## src/cml_pkg.sv

```systemverilog
// constants, modes and parser states for the configuration mode loader
package cml_pkg;
  localparam int CLK_HZ = 250_000_000;
  localparam int SLOW_HZ = 1_000_000;
  localparam int FAST_HZ = 8_000_000;
  // half periods round down so the clock never runs below the nominal rate
  localparam int SLOW_HALF_INT = CLK_HZ / (2 * SLOW_HZ);
  localparam int FAST_HALF_INT = CLK_HZ / (2 * FAST_HZ);
  localparam logic [7:0] SLOW_HALF = SLOW_HALF_INT[7:0];
  localparam logic [7:0] FAST_HALF = FAST_HALF_INT[7:0];

  typedef enum logic [2:0] {
    MODE_MSER = 3'b000,
    MODE_RSV1 = 3'b001,
    MODE_RSV2 = 3'b010,
    MODE_SPER = 3'b011,
    MODE_MPUP = 3'b100,
    MODE_APER = 3'b101,
    MODE_MPDN = 3'b110,
    MODE_SSER = 3'b111
  } mode_type;

  typedef enum logic [2:0] {
    P_HUNT = 3'b000,
    P_LEN = 3'b001,
    P_FILL = 3'b010,
    P_START = 3'b011,
    P_DATA = 3'b100,
    P_CHECK = 3'b101,
    P_LOADED = 3'b110,
    P_ERR = 3'b111
  } parse_type;

  localparam logic [3:0] PREAMBLE = 4'h2;
  localparam logic [3:0] CHECK_CODE = 4'h6;
  localparam logic [11:0] LEN_LAST = 12'h017;
  localparam logic [11:0] NIB_LAST = 12'h003;
  localparam logic [21:0] DOWN_START_18 = 22'h3_ffff;
  localparam logic [21:0] DOWN_START_22 = 22'h3f_ffff;
  localparam logic [13:0] PIN_RST = 14'h3b00;

  localparam logic [7:0] ADR_CTRL = 8'h00;
  localparam logic [7:0] ADR_FRAME = 8'h04;
  localparam logic [7:0] ADR_STATUS = 8'h08;
  localparam logic [7:0] ADR_LENGTH = 8'h0c;
  localparam int CTRL_FAST = 0;
  localparam int CTRL_LOWV = 1;
  localparam int CTRL_EXTA = 2;
  localparam logic [2:0] CTRL_RST = 3'h0;
  localparam logic [11:0] FBITS_RST = 12'h07e;
  localparam logic [11:0] FCOUNT_RST = 12'h001;
endpackage

```

## src/config_mode_loader.sv

```systemverilog
// configuration mode loader: mode pins, clocks, addresses, bit parser
//
// Chosen here: the Wishbone register port and the placing of the registers.
`timescale 1ns/1ps

module config_mode_loader (
  input wire logic clk_i,
  input wire logic rst_i,
  input wire logic wb_cyc_i,
  input wire logic wb_stb_i,
  input wire logic wb_we_i,
  input wire logic [7:0] wb_adr_i,
  input wire logic [3:0] wb_sel_i,
  input wire logic [31:0] wb_dat_i,
  output logic [31:0] wb_dat_o,
  output logic wb_ack_o,
  input wire logic mode_sel_2_i,
  input wire logic mode_sel_1_i,
  input wire logic mode_sel_0_i,
  output logic mode_sel_1_o,
  output logic mode_sel_1_oe_o,
  output logic aux_input_pad_2_o,
  output logic aux_input_pad_0_o,
  input wire logic aux_output_pad_1_i,
  input wire logic config_clock_i,
  output logic config_clock_o,
  output logic config_clock_oe_o,
  input wire logic din_i,
  output logic dout_o,
  input wire logic [7:0] data_i,
  input wire logic wr_n_i,
  output logic rdy_busy_o,
  output logic [17:0] prom_addr_o,
  output logic prom_addr_oe_o,
  output logic [3:0] upper_prom_address_o,
  output logic upper_prom_address_oe_o,
  output logic init_n_o,
  output logic init_n_oe_o,
  output logic done_o
);

  function automatic logic is_master_f(input cml_pkg::mode_type m);
    is_master_f = (m == cml_pkg::MODE_MSER) || (m == cml_pkg::MODE_MPUP) ||
                  (m == cml_pkg::MODE_MPDN);
  endfunction

  function automatic logic is_par_f(input cml_pkg::mode_type m);
    is_par_f = (m == cml_pkg::MODE_MPUP) || (m == cml_pkg::MODE_MPDN);
  endfunction

  function automatic logic is_per_f(input cml_pkg::mode_type m);
    is_per_f = (m == cml_pkg::MODE_SPER) || (m == cml_pkg::MODE_APER);
  endfunction

  function automatic logic [21:0] start_addr_f(input cml_pkg::mode_type m,
                                               input logic w);
    if (m != cml_pkg::MODE_MPDN)
      start_addr_f = 22'h0;
    else if (w)
      start_addr_f = cml_pkg::DOWN_START_22;
    else
      start_addr_f = cml_pkg::DOWN_START_18;
  endfunction

  logic [13:0] meta_ff;
  logic [13:0] pin_ff;
  logic config_clock_prev_ff;
  logic wr_prev_ff;
  logic [1:0] start_cnt_ff;
  logic latched_ff;
  cml_pkg::mode_type mode_ff;
  logic [7:0] half_cnt_ff;
  logic icclk_ff;
  logic fast_use_ff;
  logic have_ff;
  logic [7:0] byte_ff;
  logic [2:0] bitn_ff;
  logic [21:0] addr_ff;
  logic began_ff;
  cml_pkg::parse_type pstate_ff;
  logic [3:0] sh_ff;
  logic [11:0] pcnt_ff;
  logic [23:0] len_ff;
  logic [11:0] frames_ff;
  logic [23:0] clkcnt_ff;
  logic addr22_ff;
  logic done_ff;
  logic last_bit_ff;
  logic dout_ff;
  logic pad1_ff;
  logic [2:0] ctrl_ff;
  logic [11:0] fbits_ff;
  logic [11:0] fcount_ff;
  logic ack_ff;
  logic [31:0] rdat_ff;

  logic [2:0] mode_pins;
  logic config_clock_s;
  logic din_s;
  logic wr_n_s;
  logic [7:0] byte_s;
  logic reserved;
  logic master;
  logic par;
  logic per;
  logic ext_clk;
  logic active;
  logic run;
  logic [7:0] half;
  logic tick;
  logic rise;
  logic fall;
  logic load_par;
  logic load_host;
  logic cbit_v;
  logic cbit;
  logic [3:0] sh_nxt;
  logic len_ok;
  logic wide;
  logic [21:0] start_addr;
  logic hit;
  logic err;

  // pins from outside the clock domain: two flops before any use
  always_ff @(posedge clk_i)
  begin
    if (rst_i)
    begin
      meta_ff <= cml_pkg::PIN_RST;
      pin_ff <= cml_pkg::PIN_RST;
    end
    else
    begin
      meta_ff <= {mode_sel_2_i, mode_sel_1_i, mode_sel_0_i, config_clock_i,
                  din_i, wr_n_i, data_i};
      pin_ff <= meta_ff;
    end
  end

  assign mode_pins = pin_ff[13:11];
  assign config_clock_s = pin_ff[10];
  assign din_s = pin_ff[9];
  assign wr_n_s = pin_ff[8];
  assign byte_s = pin_ff[7:0];

  always_ff @(posedge clk_i)
  begin
    if (rst_i)
    begin
      config_clock_prev_ff <= 1'b0;
      wr_prev_ff <= 1'b1;
    end
    else
    begin
      config_clock_prev_ff <= config_clock_s;
      wr_prev_ff <= wr_n_s;
    end
  end

  // wait for the synchroniser to fill before trusting the mode pins
  always_ff @(posedge clk_i)
  begin
    if (rst_i)
    begin
      start_cnt_ff <= 2'h0;
      latched_ff <= 1'b0;
      mode_ff <= cml_pkg::MODE_SSER;
    end
    else if (!latched_ff)
    begin
      start_cnt_ff <= start_cnt_ff + 2'h1;
      if (start_cnt_ff == 2'h3)
      begin
        latched_ff <= 1'b1;
        mode_ff <= cml_pkg::mode_type'(mode_pins);
      end
    end
  end

  assign reserved = (mode_ff == cml_pkg::MODE_RSV1) ||
                    (mode_ff == cml_pkg::MODE_RSV2);
  assign master = is_master_f(mode_ff);
  assign par = is_par_f(mode_ff);
  assign per = is_per_f(mode_ff);
  assign ext_clk = (mode_ff == cml_pkg::MODE_SSER) ||
                   (mode_ff == cml_pkg::MODE_SPER);
  assign err = (pstate_ff == cml_pkg::P_ERR);
  assign active = latched_ff && !reserved && !done_ff;

  // internal clock: free running in master modes, a burst per byte in
  // asynchronous peripheral mode; kept running after a check error
  assign run = active && (master || ((mode_ff == cml_pkg::MODE_APER) &&
               (have_ff || icclk_ff)));
  assign half = fast_use_ff ? cml_pkg::FAST_HALF : cml_pkg::SLOW_HALF;
  // compare with >= so a switch to fast mid-phase cannot overrun the count
  assign tick = run && (half_cnt_ff >= half - 8'h01);

  always_ff @(posedge clk_i)
  begin
    if (rst_i || !run)
    begin
      half_cnt_ff <= 8'h00;
      icclk_ff <= 1'b0;
    end
    else if (tick)
    begin
      half_cnt_ff <= 8'h00;
      icclk_ff <= !icclk_ff;
    end
    else
    begin
      half_cnt_ff <= half_cnt_ff + 8'h01;
    end
  end

  // external edges are found by sampling; the link clock must be slow enough
  assign rise = ext_clk ? (config_clock_s && !config_clock_prev_ff) : (tick && !icclk_ff);
  assign fall = ext_clk ? (!config_clock_s && config_clock_prev_ff) : (tick && icclk_ff);

  assign load_par = active && par && fall && !have_ff;
  assign load_host = active && per && !wr_n_s && wr_prev_ff &&
                     !have_ff;
  assign cbit_v = active && !err && rise &&
                  ((par || per) ? have_ff : 1'b1);
  assign cbit = (par || per) ? byte_ff[0] : din_s;

  always_ff @(posedge clk_i)
  begin
    if (rst_i)
    begin
      have_ff <= 1'b0;
      byte_ff <= 8'h00;
      bitn_ff <= 3'h0;
    end
    else if (load_par || load_host)
    begin
      have_ff <= 1'b1;
      byte_ff <= byte_s;
      bitn_ff <= 3'h0;
    end
    else if (active && rise && have_ff)
    begin
      byte_ff <= {1'b0, byte_ff[7:1]};
      bitn_ff <= bitn_ff + 3'h1;
      if (bitn_ff == 3'h7)
      begin
        have_ff <= 1'b0;
      end
    end
  end

  // prom address: shows the start value until the first byte is fetched
  assign wide = ctrl_ff[cml_pkg::CTRL_LOWV] || ctrl_ff[cml_pkg::CTRL_EXTA];
  assign start_addr = start_addr_f(mode_ff, wide);

  always_ff @(posedge clk_i)
  begin
    if (rst_i)
    begin
      addr_ff <= 22'h0;
      began_ff <= 1'b0;
    end
    else if (load_par)
    begin
      began_ff <= 1'b1;
      if (mode_ff == cml_pkg::MODE_MPDN)
        addr_ff <= addr_ff - 22'h1;
      else
        addr_ff <= addr_ff + 22'h1;
    end
    else if (!latched_ff)
    begin
      // preload from the pins so the start value is ready when oe rises
      addr_ff <= start_addr_f(cml_pkg::mode_type'(mode_pins), wide);
    end
    else if (!began_ff)
    begin
      addr_ff <= start_addr;
    end
  end

  assign sh_nxt = {sh_ff[2:0], cbit};

  // bit parser: preamble, length, fill, then frames with a check nibble
  always_ff @(posedge clk_i)
  begin
    if (rst_i)
    begin
      pstate_ff <= cml_pkg::P_HUNT;
      sh_ff <= 4'h0;
      pcnt_ff <= 12'h0;
      len_ff <= 24'h0;
      frames_ff <= 12'h0;
      addr22_ff <= 1'b0;
      fast_use_ff <= 1'b0;
    end
    else if (cbit_v)
    begin
      sh_ff <= sh_nxt;
      pcnt_ff <= pcnt_ff + 12'h1;
      case (pstate_ff)
        cml_pkg::P_HUNT:
        begin
          if (sh_nxt == cml_pkg::PREAMBLE)
          begin
            pstate_ff <= cml_pkg::P_LEN;
            pcnt_ff <= 12'h0;
          end
        end
        cml_pkg::P_LEN:
        begin
          len_ff <= {len_ff[22:0], cbit};
          if (pcnt_ff == cml_pkg::LEN_LAST)
          begin
            pstate_ff <= cml_pkg::P_FILL;
            pcnt_ff <= 12'h0;
          end
        end
        cml_pkg::P_FILL:
        begin
          if (pcnt_ff == 12'h0)
            addr22_ff <= !cbit;
          if (pcnt_ff == cml_pkg::NIB_LAST)
            pstate_ff <= cml_pkg::P_START;
        end
        cml_pkg::P_START:
        begin
          pcnt_ff <= 12'h0;
          if (!cbit)
          begin
            pstate_ff <= cml_pkg::P_DATA;
            if (frames_ff == 12'h0)
              fast_use_ff <= ctrl_ff[cml_pkg::CTRL_FAST];
          end
        end
        cml_pkg::P_DATA:
        begin
          if (pcnt_ff == fbits_ff - 12'h1)
          begin
            pstate_ff <= cml_pkg::P_CHECK;
            pcnt_ff <= 12'h0;
          end
        end
        cml_pkg::P_CHECK:
        begin
          if (pcnt_ff == cml_pkg::NIB_LAST)
          begin
            if (sh_nxt != cml_pkg::CHECK_CODE)
              pstate_ff <= cml_pkg::P_ERR;
            else if (frames_ff + 12'h1 == fcount_ff)
              pstate_ff <= cml_pkg::P_LOADED;
            else
              pstate_ff <= cml_pkg::P_START;
            frames_ff <= frames_ff + 12'h1;
          end
        end
        cml_pkg::P_LOADED:
        begin
          pcnt_ff <= 12'h0;
        end
        default:
        begin
          pstate_ff <= cml_pkg::P_ERR;
        end
      endcase
    end
  end

  // every clock that passes a bit to the parser is counted from the start of loading
  assign len_ok = (pstate_ff != cml_pkg::P_HUNT) &&
                  (pstate_ff != cml_pkg::P_LEN);

  always_ff @(posedge clk_i)
  begin
    if (rst_i)
    begin
      clkcnt_ff <= 24'h0;
      done_ff <= 1'b0;
      last_bit_ff <= 1'b1;
    end
    else if (cbit_v)
    begin
      clkcnt_ff <= clkcnt_ff + 24'h1;
      // own bits are never forwarded, only those after loading
      last_bit_ff <= (pstate_ff == cml_pkg::P_LOADED) ? cbit : 1'b1;
      if (len_ok && (clkcnt_ff + 24'h1 == len_ff))
        done_ff <= 1'b1;
    end
  end

  // daisy chain output: high until loaded, then retimed surplus data
  always_ff @(posedge clk_i)
  begin
    if (rst_i)
      dout_ff <= 1'b1;
    else if (latched_ff && !reserved && fall)
      dout_ff <= (pstate_ff == cml_pkg::P_LOADED) ?
                 last_bit_ff : 1'b1;
  end

  always_ff @(posedge clk_i)
  begin
    if (rst_i)
      pad1_ff <= 1'b0;
    else
      pad1_ff <= aux_output_pad_1_i;
  end

  // register slave: one wait state, writes land when the request is seen
  assign hit = wb_cyc_i && wb_stb_i && !ack_ff;

  always_ff @(posedge clk_i)
  begin
    if (rst_i)
    begin
      ctrl_ff <= cml_pkg::CTRL_RST;
      fbits_ff <= cml_pkg::FBITS_RST;
      fcount_ff <= cml_pkg::FCOUNT_RST;
    end
    else if (hit && wb_we_i)
    begin
      if (wb_adr_i == cml_pkg::ADR_CTRL && wb_sel_i[0])
        ctrl_ff <= wb_dat_i[2:0];
      if (wb_adr_i == cml_pkg::ADR_FRAME)
      begin
        if (wb_sel_i[0])
          fbits_ff[7:0] <= wb_dat_i[7:0];
        if (wb_sel_i[1])
          fbits_ff[11:8] <= wb_dat_i[11:8];
        if (wb_sel_i[2])
          fcount_ff[7:0] <= wb_dat_i[23:16];
        if (wb_sel_i[3])
          fcount_ff[11:8] <= wb_dat_i[27:24];
      end
    end
  end

  always_ff @(posedge clk_i)
  begin
    if (rst_i)
    begin
      ack_ff <= 1'b0;
      rdat_ff <= 32'h0;
    end
    else
    begin
      ack_ff <= hit;
      if (hit)
      begin
        case (wb_adr_i)
          cml_pkg::ADR_CTRL: rdat_ff <= {29'h0, ctrl_ff};
          cml_pkg::ADR_FRAME:
            rdat_ff <= {4'h0, fcount_ff, 4'h0, fbits_ff};
          cml_pkg::ADR_STATUS:
            rdat_ff <= {23'h0, have_ff, addr22_ff, err, done_ff,
                        (pstate_ff == cml_pkg::P_LOADED), latched_ff,
                        mode_ff};
          cml_pkg::ADR_LENGTH: rdat_ff <= {8'h0, len_ff};
          default: rdat_ff <= 32'h0;
        endcase
      end
    end
  end

  assign wb_ack_o = ack_ff;
  assign wb_dat_o = rdat_ff;

  assign config_clock_o = icclk_ff;
  assign config_clock_oe_o = active && (master ||
                             (mode_ff == cml_pkg::MODE_APER));
  assign prom_addr_o = addr_ff[17:0];
  assign prom_addr_oe_o = active && par;
  assign upper_prom_address_o = addr_ff[21:18];
  assign upper_prom_address_oe_o = active && par &&
                                   (ctrl_ff[cml_pkg::CTRL_LOWV] ||
                                    (ctrl_ff[cml_pkg::CTRL_EXTA] &&
                                     addr22_ff));
  assign rdy_busy_o = active && per && !have_ff;
  assign dout_o = dout_ff;
  assign init_n_o = 1'b0;
  assign init_n_oe_o = err;
  assign done_o = done_ff;
  assign mode_sel_1_o = pad1_ff;
  assign mode_sel_1_oe_o = done_ff;
  assign aux_input_pad_2_o = done_ff && pin_ff[13];
  assign aux_input_pad_0_o = done_ff && pin_ff[11];
endmodule

```

## config.mk

```make
export PLATFORM = sky130hd
export DESIGN_NAME = config_mode_loader
export DESIGN_NICKNAME = d
export VERILOG_FILES = /design/src/cml_pkg.sv /design/src/config_mode_loader.sv
export SDC_FILE = /design/constraint.sdc
export NUM_CORES = 1
export LEC_CHECK = 0
export ABC_AREA = 1
export BUFFER_PORTS_ARGS = -buffer_cell sky130_fd_sc_hd__buf_4
export CAP_MARGIN = 20
export CORE_MARGIN = 3
export CORE_UTILIZATION = 45
export CTS_CLUSTER_SIZE = 12
export DETAILED_ROUTE_END_ITERATION = 10
export PLACE_DENSITY = 0.72
export RECOVER_POWER = 100
export REMOVE_ABC_BUFFERS = 1
export SYNTH_ARGS = -nofsm -noshare
export SYNTH_HDL_FRONTEND = slang
export SYNTH_SLANG_ARGS = --single-unit
export TNS_END_PERCENT = 30
```

## constraint.sdc

```tcl
create_clock -name clk_i -period 3 [get_ports clk_i]
set_input_delay 0.45 -clock clk_i [delete_from_list [all_inputs] [get_ports clk_i]]
set_output_delay 0.45 -clock clk_i [all_outputs]
set_load 0.02 [all_outputs]
```

==> results.yml <==
final_layout:
  final_cell_area_sq_um: 13900
  area_delta_synth_final_pct: 14.1
  nNetsFinal: 2056
  fin_cells: 2330
  n_antenna_cell: 0
  drive_above_1_share_pct: 8.12
outcome:
  status: "finished clean"
die:
  start_util_pct: 46.4
  die_w_um: 171
  core_sq_um: 26400
  die_area_sq_um: 29200
  die_height_um: 171
  rows: 59
  top_level_ports: 132
clock_network:
  cts_tree: "yes"
  cts_setup_buffers: 0
  ctsRootBufferMaster: "clkbuf_16"
  cts_buffers: 25
  path_clk_slew_ns: 0.06
  cts_sinks: 220
  clock_path_buffers: 3
  h-tree-depth: 1
  clkLatencyLatePin_ns: 0.53
  cts_resized: 0
  hold_buffers: 0
setup_path:
  crit_chain: "clkbuf_1 > inv_1 > buf_4 > o21ai_0 > a21oi_1"
  cp-start-kind: "input pin"
  r2r_start: "fbits_ff[0]"
  r2r-end: "pcnt_ff[4]"
  crit_family: "buffers and inverters"
  critical_path_arrival_ns: 2.96
  setup.reg_to_reg.worst_slack_ns: 0.44
  critPathBufInv: 3
  worstPathMaxFanout: 28
  crit_path_end_kind: "register"
  crit_type: "in -> reg"
  required_ns: 3.38
  cp_slowest_stage_delay_ns: 0.97
  rr_worst_depth: 13
  crit_path_top_delay_cell: "clkbuf_1"
place:
  place_ws_ns: 0.525
  routabilityCongestion: 0.915
  dp_hpwl_um: 25100
  dpl.cell_count: 2285
  numPortBuffers: 118
  place_area_sq_um: 13400
route:
  vias: 12200
  drtIter0Drc: 979
  dr.pass1.iters: 5
  wl_per_cell_um: 14.4
  drc_errors: 0
  antenna_left: 0
  routed_wl_um: 33600
  avgViaCountPerCell: 5.22
logic_synthesis:
  synth_top_area_share_pct: 36.0
  synth_area_leaders: "dfxtp_1 36%, nand2_1 14%, inv_1 7.4%"
  async_reset_ff_share_pct: 0
  syn_area_sq_um: 12200
  avgSynthCellArea_sq_um: 6.54
  synth_commonest_cells: "458 x nand2_1, 241 x inv_1, 229 x nor2_1, 220 x dfxtp_1, 148 x a21oi_1"
  synth.most_common_cell: "nand2_1"
  synth-seq-area-share_pct: 36.0
  synth.largest_area_cell: "dfxtp_1"
  yosys_most_used_dff: "dfxtp_1"
  yosysUniqueCellTypes: 52
  synth_edf_count: 0
  synth-seq-cells: 220
  ys_warn_count: 0
  synthCells: 1870
run:
  max_cap_violations: 0
sta:
  max_freq_mhz: 388
  slew_headroom_pct: 9.19
  final.setup.tns_ns: 0
  setup_viol_count_final: 0
  slew_violations: 0
  min_period_over_period_pct: 86.0
  hold_viol_final: 0
  finalWorstSetupSlack_ns: 0.420
  rsz0062_at_grt: "no"
  tightest_slew_ns: 1.36
  period_needed_ns: 2.58
  skew_ns: 0.0131
global_routing:
  grt_use_met3_pct: 3.10
  grt_usage_pct: 22.7
  first_global_vias: 11300
  overflow: 0
  use_met1_pct: 30.6
  grt.busiest_layer: "met2"
  grt_max_degree: 62
  antenna_found_initial: 0
  grt_pass1_wl_um: 55100
  grtUsageMet2_pct: 38.3
power_and_ir_drop:
  p_leak_nw: 5.82
  p_total_mw: 6.94
  vdd_drop_max_uv: 460
  p_per_area_nw_per_um2: 498
min_path:
  min-delay-start: "wr_n_i"
  whs_endpoint: "meta_ff[8]"
  hold_class: "in -> reg"
  hold_path_depth: 2
[cell type report]
cell class	count	area [sq um]
clock buffer	36	707
clock inverter	9	174
fill	2670	12400
inverter	250	941
multi-input combinational	1340	6500
sequential	220	4400
tap	335	419
timing repair buffer	140	805
[metal layers]
| layer | part of all wire (%) | up-vias | routed length [um] |
|---|---|---|---|
| met1 | 47 | 5527 | 15800 |
| li1 | - | 6263 | - |
| met3 | 5.2 | 52 | 1750 |
| met4 | 2.1 | 0 | 700 |
| met5 | 0 | - | 0 |
| met2 | 46 | 327 | 15300 |
[cells in the final DEF, fill, tap and decap left out, types with 4 or more instances in the layout]
cell type,instances
nor3_1,14
dfxtp_1,220
xnor2_1,14
nand3_2,4
o21ai_1,4
nor2_1,230
a211oi_1,5
o21ai_0,135
nand3b_1,6
or2_2,19
clkbuf_16,25
nand2_2,4
o211ai_1,13
xor2_1,25
ha_1,15
nor3b_1,4
conb_1,5
nor2_2,6
nand3_1,132
clkbuf_8,4
bufinv_16,5
clkbuf_1,74
nand4_1,28
buf_4,67
a31oi_1,9
inv_1,244
o22ai_1,16
nand2_1,460
a41oi_1,17
a21oi_1,148
and2_1,6
[power breakdown]
part	total (mW)	leakage, nW	internal (mW)	switching [mW]
clock network	3.30	0.432	2.06	1.24
registers	3.03	1.78	2.98	0.0545
logic	0.604	3.61	0.206	0.398
total	6.94	5.82	5.25	1.69
[through the flow]
stage | hold slack [ns] | utilization [%]
final | 0.111 | 52.9
after global routing | 0.0950 | 52.9
after CTS | 0.0923 | 54.0
after detailed placement | 0.393 | 50.7
after global placement | 0.393 | 50.7
after floorplan | 0.388 | -
[registers in the layout, summed over array words and instances (netlist names), 3 cells and up]
name	count
addr_ff	22
bitn_ff	3
byte_ff	8
clkcnt_ff	24
ctrl_ff	3
fbits_ff	12
fcount_ff	12
frames_ff	12
half_cnt_ff	8
len_ff	24
meta_ff	14
mode_ff	3
pcnt_ff	12
pin_ff	14
pstate_ff	3
sh_ff	3
wb_dat_o	28
[how the worst max path moves through the flow]
stage                            from           end  slack (ns)  cells after the start
after CTS                  mode_ff[1]    rdy_busy_o        0.48                      5
final                           rst_i    addr_ff[2]        0.42                      5
after detailed placement  fbits_ff[0]   pcnt_ff[10]        0.52                     13
after global routing      fast_use_ff    byte_ff[4]        0.12                     15
after global placement    fbits_ff[0]   pcnt_ff[11]        0.58                     13
after floorplan              wb_cyc_i  wb_dat_o[12]        0.42                      6
[cell families after synthesis]
logic type	after synthesis	synth area share, %
adder cells (fa/ha/maj)	15	1.54
AO/OA/AOI/OAI	355	16.0
flip-flops	220	36.0
buffers and inverters	314	10.7
XOR/XNOR	40	2.93
other	1	0.0307
AND/OR/NAND/NOR	925	32.8
No activity file was read; power rests on OpenSTA's default activity.
